$ cat config.mk
export PLATFORM = sky130hd
export DESIGN_NAME = adc_output_data_formatter
export DESIGN_NICKNAME = d
export VERILOG_FILES = /design/src/rtl/fmt_pkg.sv /design/src/rtl/sample_fifo.sv /design/src/rtl/adc_output_data_formatter.sv
export SDC_FILE = /design/constraint.sdc
export NUM_CORES = 1
export LEC_CHECK = 0
export BUFFER_PORTS_ARGS = -buffer_cell sky130_fd_sc_hd__buf_2
export CAP_MARGIN = 20
export CORE_ASPECT_RATIO = 1.25
export CORE_UTILIZATION = 30
export DETAILED_ROUTE_END_ITERATION = 6
export PLACE_DENSITY = 0.54
export SKIP_CTS_REPAIR_TIMING = 1
export SLEW_MARGIN = 5
export SYNTH_ARGS = -nofsm -noshare
export SYNTH_HDL_FRONTEND = slang
export SYNTH_SLANG_ARGS = --single-unit
$ cat constraint.sdc
create_clock -name core_clk -period 13.99 [get_ports core_clk]
set_input_delay 0 -clock core_clk [delete_from_list [all_inputs] [get_ports core_clk]]
set_output_delay 0 -clock core_clk [all_outputs]
set_load 0.05 [all_outputs]
$ cat src/rtl/fmt_pkg.sv
// constants and types for the converter output formatting stage
// assumes a single 100 MHz core clock domain
package fmt_pkg;
  // clock
  localparam int CORE_CLK_MHZ = 100;
  // sample path
  localparam int SAMPLE_W = 16;
  localparam int FIFO_DEPTH = 16;
  // serial programming word
  localparam logic [4:0] SPI_WORD_BITS = 5'h10;
  localparam logic [4:0] SPI_HEAD_BITS = 5'h08;
  // register addresses
  localparam logic [6:0] ADDR_RESET = 7'h00;
  localparam logic [6:0] ADDR_FORMAT = 7'h04;
  // field positions
  localparam int SOFT_RESET_BIT = 7;
  localparam int TP_MSB = 5;
  localparam int TP_LSB = 3;
  localparam int ABP_BIT = 2;
  localparam int SCR_BIT = 1;
  localparam int SIGNED_BIT = 0;
  // reset value of the format register
  localparam logic [7:0] FORMAT_RESET = 8'h00;
  // pattern words for output bits 15..2, and the alternate polarity mask for bits 15..0
  localparam logic [13:0] PAT_ZEROS = 14'h0000;
  localparam logic [13:0] PAT_ONES = 14'h3fff;
  localparam logic [13:0] PAT_CHECK_A = 14'h1555;
  localparam logic [13:0] PAT_CHECK_B = 14'h2aaa;
  localparam logic [15:0] ODD_BIT_MASK = 16'haaaa;

  typedef enum logic [2:0] {
    TP_OFF = 3'b000,
    TP_ZEROS = 3'b001,
    TP_ONES = 3'b011,
    TP_CHECKER = 3'b101,
    TP_TOGGLE = 3'b111
  } test_pattern_e;

  typedef enum logic [1:0] {
    SER_IDLE = 2'b00,
    SER_SHIFT = 2'b01,
    SER_DONE = 2'b10
  } ser_state_e;

  typedef struct packed {
    logic [1:0] unused;
    logic [2:0] test_pattern_select;
    logic alternate_polarity_enable;
    logic output_scramble_enable;
    logic signed_format_select;
  } format_s;

  typedef struct packed {
    logic valid;
    logic [SAMPLE_W-1:0] data;
  } sample_s;
endpackage

$ cat src/rtl/sample_fifo.sv
// first-in first-out buffer for formatted sample words
// assumes asynchronous active-low reset whose release is already synchronised cleanly
`timescale 1ns/1ps
module sample_fifo
  import fmt_pkg::*;
#(
  parameter int WIDTH = 16,
  parameter int DEPTH = 16
)
(
  // clock and reset
  input wire logic clk,
  input wire logic rst_n,
  // fill side
  input wire logic in_valid,
  output logic in_ready,
  input wire logic [WIDTH-1:0] in_data,
  // drain side
  output logic out_valid,
  input wire logic out_ready,
  output logic [WIDTH-1:0] out_data
);
  localparam int PW = $clog2(DEPTH);

  typedef struct packed {
    logic [DEPTH-1:0][WIDTH-1:0] mem;
    logic [PW-1:0] wr_ptr;
    logic [PW-1:0] rd_ptr;
    logic [PW:0] count;
  } fifo_s;

  fifo_s st_reg;
  fifo_s st_next;
  logic push;
  logic pop;

  // honest flags straight from the count
  assign in_ready = (st_reg.count != DEPTH[PW:0]);
  assign out_valid = (st_reg.count != '0);
  assign out_data = st_reg.mem[st_reg.rd_ptr];

  // pointer and count update
  always_comb
  begin
    st_next = st_reg;
    push = in_valid && in_ready;
    pop = out_valid && out_ready;
    if (push)
    begin
      st_next.mem[st_reg.wr_ptr] = in_data;
      st_next.wr_ptr = st_reg.wr_ptr + 1'b1;
    end
    if (pop)
    begin
      st_next.rd_ptr = st_reg.rd_ptr + 1'b1;
    end
    if (push && !pop)
    begin
      st_next.count = st_reg.count + 1'b1;
    end
    else if (pop && !push)
    begin
      st_next.count = st_reg.count - 1'b1;
    end
  end

  // state register
  always_ff @(posedge clk or negedge rst_n)
  begin
    if (!rst_n)
    begin
      st_reg <= '0;
    end
    else
    begin
      st_reg <= st_next;
    end
  end
endmodule

$ cat src/rtl/adc_output_data_formatter.sv
// output data formatting stage with its serial programming port
// assumes raw samples arrive in offset binary on core_clk, serial pins are asynchronous
`timescale 1ns/1ps
// Contract
// - format register lives at address 04h, bits 7 and 6 unused
// - test pattern select is register bits 5 to 3, msb in bit 5
// - select 000 passes normal conversion results
// - select 001 forces output bits 15..2 low
// - select 011 forces output bits 15..2 high
// - select 101 alternates 0101 checkerboard and its complement on bits 15..2
// - select 111 alternates all zeros and all ones on bits 15..2
// - output bits 1 and 0 are never touched by a test pattern
// - register bit 2 enables alternate bit polarity
// - register bit 1 enables output randomizer
// - bit 0 clear gives offset binary, set gives two's complement
// - alternate bit polarity forces offset binary output
// - serial word is read/write flag, 7 address bits, 8 data bits
// - software reset clears the format register to zero
module adc_output_data_formatter
  import fmt_pkg::*;
(
  // clock and reset
  input wire logic core_clk,
  input wire logic rst_b,
  // serial programming pins
  input wire logic ser_cs_b,
  input wire logic ser_clk,
  input wire logic ser_din,
  input wire logic ser_dout_i,
  output logic ser_dout_o,
  output logic ser_dout_oe,
  // raw conversion results
  input wire logic sample_valid,
  output logic sample_ready,
  input wire logic [SAMPLE_W-1:0] sample_data,
  // formatted output words
  output logic out_valid,
  input wire logic out_ready,
  output logic [SAMPLE_W-1:0] out_data,
  // current format settings
  output logic [7:0] format_value
);
  typedef struct packed {
    logic cs_s1;
    logic cs_s2;
    logic sck_s1;
    logic sck_s2;
    logic sck_d;
    logic sdi_s1;
    logic sdi_s2;
    ser_state_e ser_state;
    logic [4:0] bit_cnt;
    logic [15:0] shift;
    logic [7:0] rd_byte;
    logic reading;
    logic sdo_oe;
    format_s format;
    logic alt_phase;
    logic in_rdy;
    sample_s stage;
    sample_s outq;
  } state_s;

  state_s st_reg;
  state_s st_next;
  logic [1:0] rst_sync_reg;
  logic rst_n;
  logic fifo_in_ready;
  logic fifo_out_valid;
  logic [SAMPLE_W-1:0] fifo_out_data;
  logic fifo_take;

  // shape one raw sample by the current format settings
  function automatic logic [SAMPLE_W-1:0] shape_word(
    input logic [SAMPLE_W-1:0] raw,
    input format_s f,
    input logic phase
  );
    logic [SAMPLE_W-1:0] w;
    w = raw;
    // two's complement only when polarity mode is off
    if (f.signed_format_select && !f.alternate_polarity_enable)
    begin
      w[SAMPLE_W-1] = ~w[SAMPLE_W-1];
    end
    if (f.output_scramble_enable)
    begin
      w[SAMPLE_W-1:1] = w[SAMPLE_W-1:1] ^ {(SAMPLE_W-1){w[0]}};
    end
    if (f.alternate_polarity_enable)
    begin
      w = w ^ ODD_BIT_MASK;
    end
    // patterns override bits 15..2 only, low two bits keep their path
    case (f.test_pattern_select)
      TP_OFF:
      begin
        w = w;
      end
      TP_ZEROS:
      begin
        w[SAMPLE_W-1:2] = PAT_ZEROS;
      end
      TP_ONES:
      begin
        w[SAMPLE_W-1:2] = PAT_ONES;
      end
      TP_CHECKER:
      begin
        w[SAMPLE_W-1:2] = phase ? PAT_CHECK_B : PAT_CHECK_A;
      end
      TP_TOGGLE:
      begin
        w[SAMPLE_W-1:2] = phase ? PAT_ONES : PAT_ZEROS;
      end
      default:
      begin
        w = w; // unused codes pass data through
      end
    endcase
    return w;
  endfunction

  // readback value of an addressed register
  function automatic logic [7:0] read_value(input logic [6:0] addr, input format_s f);
    logic [7:0] v;
    v = 8'h00;
    if (addr == ADDR_FORMAT)
    begin
      v = {2'b00, f[TP_MSB:0]};
    end
    return v;
  endfunction

  // reset release through two flops
  always_ff @(posedge core_clk or negedge rst_b)
  begin
    if (!rst_b)
    begin
      rst_sync_reg <= 2'b00;
    end
    else
    begin
      rst_sync_reg <= {rst_sync_reg[0], 1'b1};
    end
  end
  assign rst_n = rst_sync_reg[1];

  // serial engine and sample stage
  always_comb
  begin
    logic sck_rise;
    logic sck_fall;
    logic [6:0] head_addr;
    sck_rise = 1'b0;
    sck_fall = 1'b0;
    head_addr = 7'h00;
    st_next = st_reg;
    // pin synchronisers
    st_next.cs_s1 = ser_cs_b;
    st_next.cs_s2 = st_reg.cs_s1;
    st_next.sck_s1 = ser_clk;
    st_next.sck_s2 = st_reg.sck_s1;
    st_next.sck_d = st_reg.sck_s2;
    st_next.sdi_s1 = ser_din;
    st_next.sdi_s2 = st_reg.sdi_s1;
    sck_rise = st_reg.sck_s2 && !st_reg.sck_d;
    sck_fall = !st_reg.sck_s2 && st_reg.sck_d;
    head_addr = {st_reg.shift[5:0], st_reg.sdi_s2};

    // frame sequencing
    case (st_reg.ser_state)
      SER_IDLE:
      begin
        st_next.bit_cnt = 5'h00;
        st_next.reading = 1'b0;
        st_next.sdo_oe = 1'b0;
        if (!st_reg.cs_s2)
        begin
          st_next.ser_state = SER_SHIFT;
        end
      end
      SER_SHIFT:
      begin
        if (st_reg.cs_s2)
        begin
          st_next.ser_state = SER_DONE;
        end
        else
        begin
          // first 16 rising edges shift, later ones ignored
          if (sck_rise && (st_reg.bit_cnt < SPI_WORD_BITS))
          begin
            st_next.shift = {st_reg.shift[14:0], st_reg.sdi_s2};
            st_next.bit_cnt = st_reg.bit_cnt + 5'h01;
            if (st_reg.bit_cnt == (SPI_HEAD_BITS - 5'h01))
            begin
              st_next.reading = st_reg.shift[6];
              st_next.rd_byte = read_value(head_addr, st_reg.format);
            end
          end
          // readback bits leave on falling edges, pulling low for zero
          if (sck_fall && st_reg.reading && (st_reg.bit_cnt >= SPI_HEAD_BITS)
              && (st_reg.bit_cnt < SPI_WORD_BITS))
          begin
            st_next.sdo_oe = ~st_reg.rd_byte[7];
            st_next.rd_byte = {st_reg.rd_byte[6:0], 1'b0};
          end
        end
      end
      SER_DONE:
      begin
        st_next.sdo_oe = 1'b0;
        st_next.ser_state = SER_IDLE;
        // only a complete write frame commits
        if ((st_reg.bit_cnt == SPI_WORD_BITS) && !st_reg.shift[15])
        begin
          if (st_reg.shift[14:8] == ADDR_FORMAT)
          begin
            st_next.format = format_s'({2'b00, st_reg.shift[TP_MSB:0]});
          end
          else if ((st_reg.shift[14:8] == ADDR_RESET) && st_reg.shift[SOFT_RESET_BIT])
          begin
            st_next.format = format_s'(FORMAT_RESET);
            st_next.alt_phase = 1'b0;
          end
        end
      end
      default:
      begin
        st_next.ser_state = SER_IDLE;
      end
    endcase

    // one-word stage in front of the fifo
    if (st_reg.stage.valid && fifo_in_ready)
    begin
      st_next.stage.valid = 1'b0;
    end
    if (sample_valid && st_reg.in_rdy)
    begin
      st_next.stage.valid = 1'b1;
      st_next.stage.data = shape_word(sample_data, st_reg.format, st_reg.alt_phase);
      // alternating patterns flip phase on each output word
      if (st_reg.format.test_pattern_select[TP_LSB-3] && st_reg.format.test_pattern_select[2])
      begin
        st_next.alt_phase = ~st_reg.alt_phase;
      end
    end
    st_next.in_rdy = ~st_next.stage.valid;

    // output register so the capture side sees flops, refilled from the fifo head
    if (fifo_take)
    begin
      st_next.outq.valid = fifo_out_valid;
      st_next.outq.data = fifo_out_data;
    end
  end

  // state register
  always_ff @(posedge core_clk or negedge rst_n)
  begin
    if (!rst_n)
    begin
      st_reg <= '0;
      st_reg.cs_s1 <= 1'b1;
      st_reg.cs_s2 <= 1'b1;
      st_reg.ser_state <= SER_IDLE;
      st_reg.format <= format_s'(FORMAT_RESET);
    end
    else
    begin
      st_reg <= st_next;
    end
  end

  // buffer between stage and capture side
  sample_fifo #(
    .WIDTH(SAMPLE_W),
    .DEPTH(FIFO_DEPTH)
  ) u_fifo (
    .clk(core_clk),
    .rst_n(rst_n),
    .in_valid(st_reg.stage.valid),
    .in_ready(fifo_in_ready),
    .in_data(st_reg.stage.data),
    .out_valid(fifo_out_valid),
    .out_ready(fifo_take),
    .out_data(fifo_out_data)
  );

  // outputs
  assign sample_ready = st_reg.in_rdy;
  // head word moves on when the output register is empty or being taken
  assign fifo_take = !st_reg.outq.valid || out_ready;
  assign out_valid = st_reg.outq.valid;
  assign out_data = st_reg.outq.data;
  assign ser_dout_o = 1'b0; // open drain only pulls low
  assign ser_dout_oe = st_reg.sdo_oe;
  assign format_value = {2'b00, st_reg.format[TP_MSB:0]};
endmodule

==> results.md <==
Run status:
- The flow ran to the end, and the final reports show no timing, DRC or antenna violations.

Cells and area:
- The number of filler cells placed in the layout is between 5000 and 6000.
- The final cell count without fillers is approximately 2000.
- The number of diodes is 0.
- Of the cells placed in the final design, the portion with a size suffix greater than 1 is a little under a third.
- The final non-filler cell area is 18600 um2.
- In the final design database the tool counted 1304 nets.
- The register with the most flip-flops in the layout has between 200 and 300 of them.
- The area growth from synthesis to layout is 12.4%.

Global route:
- For met1 alone, demand over resource in global routing was between 20% and 30%.
- In the global route stage, met3 resource usage came out at between 2 and 2.5%.
- In this run the most used layer during global routing was met2.
- Entering global routing, the biggest net connects about 80 pins.
- The via count of the first global-routing pass came to just over 10000.
- For this run, the total global-route usage over all layers was measured as between 10 and 15%.
- For this run, global-route usage on met2 was measured as 22.9%.
- The number of antenna violations at the first check in global routing came to 0.
- For this run the aggregate overflow at the end of global routing stands at 0.
- The first-pass GRT wire length is around 62 mm.

Logic synthesis:
- The dominant register cell in the synthesized netlist is sky130_fd_sc_hd__dfrtp_1.
- For this run, the number of Yosys warnings is 0.
- The share of the synthesized area in compound gates (AO/OA/AOI/OAI) is roughly 4.9%.
- The area share of fa/ha/maj cells after synthesis is less than 1%.
- The mux share of post-synthesis cell area is around a quarter.
- Of the total synthesized cell area, the portion taken by AND, OR, NAND and NOR gates is about 7.6%.
- The number of distinct library cells after synthesis is between 50 and 60.
- For this run, the register share of the synthesized area comes to 53.5%.
- Counting flops with an async set or reset pin after synthesis yields a share of 100%.
- In this run, synthesis produced a sequential element count of 353.
- Synthesis produced 1254 cells.
- Summing the areas of all xor and xnor instances in the mapped netlist gives 2.07% of the synthesized area.
- The mean instance size in the synthesized netlist is 13.2 um2.
- In this run, synthesis inferred 0 flip-flops with an integrated enable.
- After synthesis the cells add up to around 17000 um2.
- By area, the combinational part of the netlist is dominated by multiplexers.

Clock tree:
- Clock tree synthesis selected as its root buffer the cell sky130_fd_sc_hd__clkbuf_16.
- TritonCTS built the clock tree.
- The worst-skew pair later-pin latency is 0.53 ns.
- The maximum level of the CTS H-tree is 2.
- Clock-pin slew was measured on the worst setup and hold paths at around 0.06 ns.
- The clock passes through at most 3 buffers.
- The clock net sink count is around 350.
- Buffers inserted during clock tree synthesis total 39.

Power and ir drop:
- The worst-case IR drop observed on VDD is 88.1 uV.
- For this design the ratio of total power to cell area is roughly 220 nW/um2.
- The leakage power total is 8.53 nW.

Floorplanning:
- The chip width is around 210 um.
- The die is ~260 um tall.
- The number of primary I/O pins is 52.
- The core region area is approximately 54000 um2.
- The die covers about 56000 um2.
- The initial utilization of the core area, before any placement, comes to a little under a third.
- The initialized floorplan defines between 90 and 100 standard-cell rows.

Worst setup path:
- The critical path's most frequent cell is sky130_fd_sc_hd__buf_4.
- The worst setup path is launched from a flop.
- Along the worst path, the maximum fanout reaches 73.
- STA classifies the critical path endpoint as an async pin.
- The worst endpoint required time is about 15 ns.
- The critical path is of the flop to async pin type.
- In this design, the stage delay of the slowest critical-path cell is about 1 ns.
- On the critical path, the stage with the largest delay is an instance of sky130_fd_sc_hd__dfrtp_4.
- The critical path goes through buf_4 -> buf_16 -> buf_4 -> buf_4.
- The critical path data arrival time is about 4.2 ns.

Timing:
- Setup repair after global routing left no endpoint under its margin.
- The share of the clock period used by the worst path after layout is 26.0%.
- The max-slew violation count is 0.
- For this run, the top clock speed supported by timing is 0.275 GHz.
- The actual transition at the worst max-transition pin is roughly 1.1 ns.
- The least setup slack across all paths after layout is a little over 10 ns.
- Summed over all failing endpoints, the final setup total negative slack is 0 ns.
- For the finished layout, the period the worst path requires is roughly 3.6 ns.
- The total count of hold-check failures in the final report is 0.
- Hold timing on the final database bottoms out at a slack of between 0.02 and 0.03 ns.
- The headroom to the max-slew limit is 26.2%.
- The total of endpoints with negative setup slack in the final report is 0.
- For the final database, setup skew stands at approximately 0.018 ns.

Hold path:
- The class of the worst hold path is primary input to flop.

Routing:
- After the first detailed-routing iteration, the DRC count stood at 551.
- In the routed design, unresolved DRC markers number 0.
- The average routed wire per standard cell is slightly below 20 um.
- The number of optimization iterations in the first detailed-route pass is 5.
- Dividing the detail-routed via count by the number of cells gives between 4 and 5.
- The total wire length after detailed routing is ~40 mm.
- The number of routed nets with antenna violations is 0.
- The routed via count is around 9900.

Place:
- Routability-driven placement finished with a final weighted congestion of 0.718.
- The post-place instance area is around 17000 um2.
- The HPWL after detailed placement is approximately 23 mm.
- The count of buffers added on input and output ports is between 40 and 50.
- After detailed placement, the design holds a cell count of just under 2000.
- Prior to clock tree synthesis, the placed netlist has a worst setup slack of around 10 ns.

Flow run:
- Max-cap violations in this run came to 0.
[cell families (layout without fill, tap and decap cells)]
group                    count (synthesis)  after routing
multiplexers                           397            397
flip-flops                             353            353
AND/OR/NAND/NOR                        226            226
buffers and inverters                  127            167
AO/OA/AOI/OAI                          109            109
XOR/XNOR                                28             28
adder cells (fa/ha/maj)                 12             12
other                                    2              4
[power by group]
group          leakage (nW)  internal [mW]  total, mW  switching, mW
clock                 0.601          0.565      0.976          0.411
combinational          3.49          0.663       1.35          0.685
sequential             4.44           1.42       1.72          0.298
[routing by layer]
metal,vias up,wire length [um]
met5,-,0
met4,0,940
met3,56,1480
met2,168,18400
met1,5174,19200
li1,4470,-
[metrics by stage]
stage	power [mW]	utilization (%)
finish	4.05	34.3
global route	4.29	34.3
CTS	4.09	33.9
detailed placement	3.10	31.7
global placement	3.04	31.6
floorplan	2.78	-
[layout by cell type (no fill, tap or decap), drive strengths merged, types with 6 or more instances in the layout]
| master | synthesis | final |
|---|---|---|
| dfrtp | 351 | 351 |
| mux2 | 264 | 264 |
| mux2i | 133 | 133 |
| nand2 | 107 | 107 |
| buf | 65 | 63 |
| clkbuf | 47 | 54 |
| nand3 | 49 | 49 |
| a22oi | 48 | 48 |
| nand4 | 23 | 23 |
| nor2 | 21 | 21 |
| dlygate4sd3 | 0 | 20 |
| o21ai | 20 | 20 |
| xnor2 | 18 | 18 |
| inv | 15 | 17 |
| a22o | 12 | 12 |
| ha | 11 | 11 |
| clkinv | 0 | 11 |
| o21a | 7 | 7 |
| o22a | 7 | 7 |
| xnor3 | 7 | 7 |
| nor2b | 7 | 7 |
| a21oi | 6 | 6 |
[final timing paths]
check	from	to	slack, ns	cells past startpoint
min	sample_data[15]	st_reg[32]	0.03	4
min reg2reg	st_next[77]	st_reg[77]	0.35	0
max reg2reg	rst_sync_reg[1]	out_data[3]	10.35	4
max in group core_clk	out_valid	u_fifo.st_reg[4]	11.05	10
min in group asynchronous	rst_b	rst_sync_reg[0]	0.32	3
max	rst_sync_reg[1]	out_data[3]	10.35	4
[Yosys cell counts, drive strengths merged, types with 2 or more instances]
library cell | instances | area share, %
a21o | 3 | 0.14
mux2 | 264 | 18
and2 | 5 | 0.19
o2bb2ai | 2 | 0.14
nor3b | 3 | 0.14
inv | 15 | 0.34
nor4 | 4 | 0.24
a22oi | 48 | 2.2
nand4 | 23 | 1.1
a21oi | 6 | 0.18
o21ai | 20 | 0.61
xor2 | 3 | 0.16
nand3 | 49 | 2.4
ha | 11 | 0.83
conb | 2 | 0.045
a21boi | 2 | 0.16
dfrtp | 351 | 53
mux2i | 133 | 8.1
nor2 | 21 | 0.49
a22o | 12 | 0.64
nor2b | 7 | 0.26
o22a | 7 | 0.37
xnor3 | 7 | 0.95
buf | 65 | 3.1
clkbuf | 47 | 1.1
nand2 | 107 | 2.4
o21a | 7 | 0.32
xnor2 | 18 | 0.95
dfstp | 2 | 0.32
[final cells by class]
cell class / instances / area, um2 / area share, %
repair buffers: 83 / 587 / 3.16
inverters: 15 / 56.3 / 0.303
multi-input cells: 776 / 6970 / 37.5
well taps: 727 / 910 / 4.90
clock inverters: 15 / 110 / 0.593
clock buffers: 54 / 1090 / 5.88
flip-flops and latches: 353 / 8840 / 47.6
[worst max-delay path: cells and delay by family, from the launching register on]
family | cells | cell delay, ns
buffers and inverters | 4 | 2.44
flip-flops | 1 | 0.99
(Power assumes the default switching activity.)
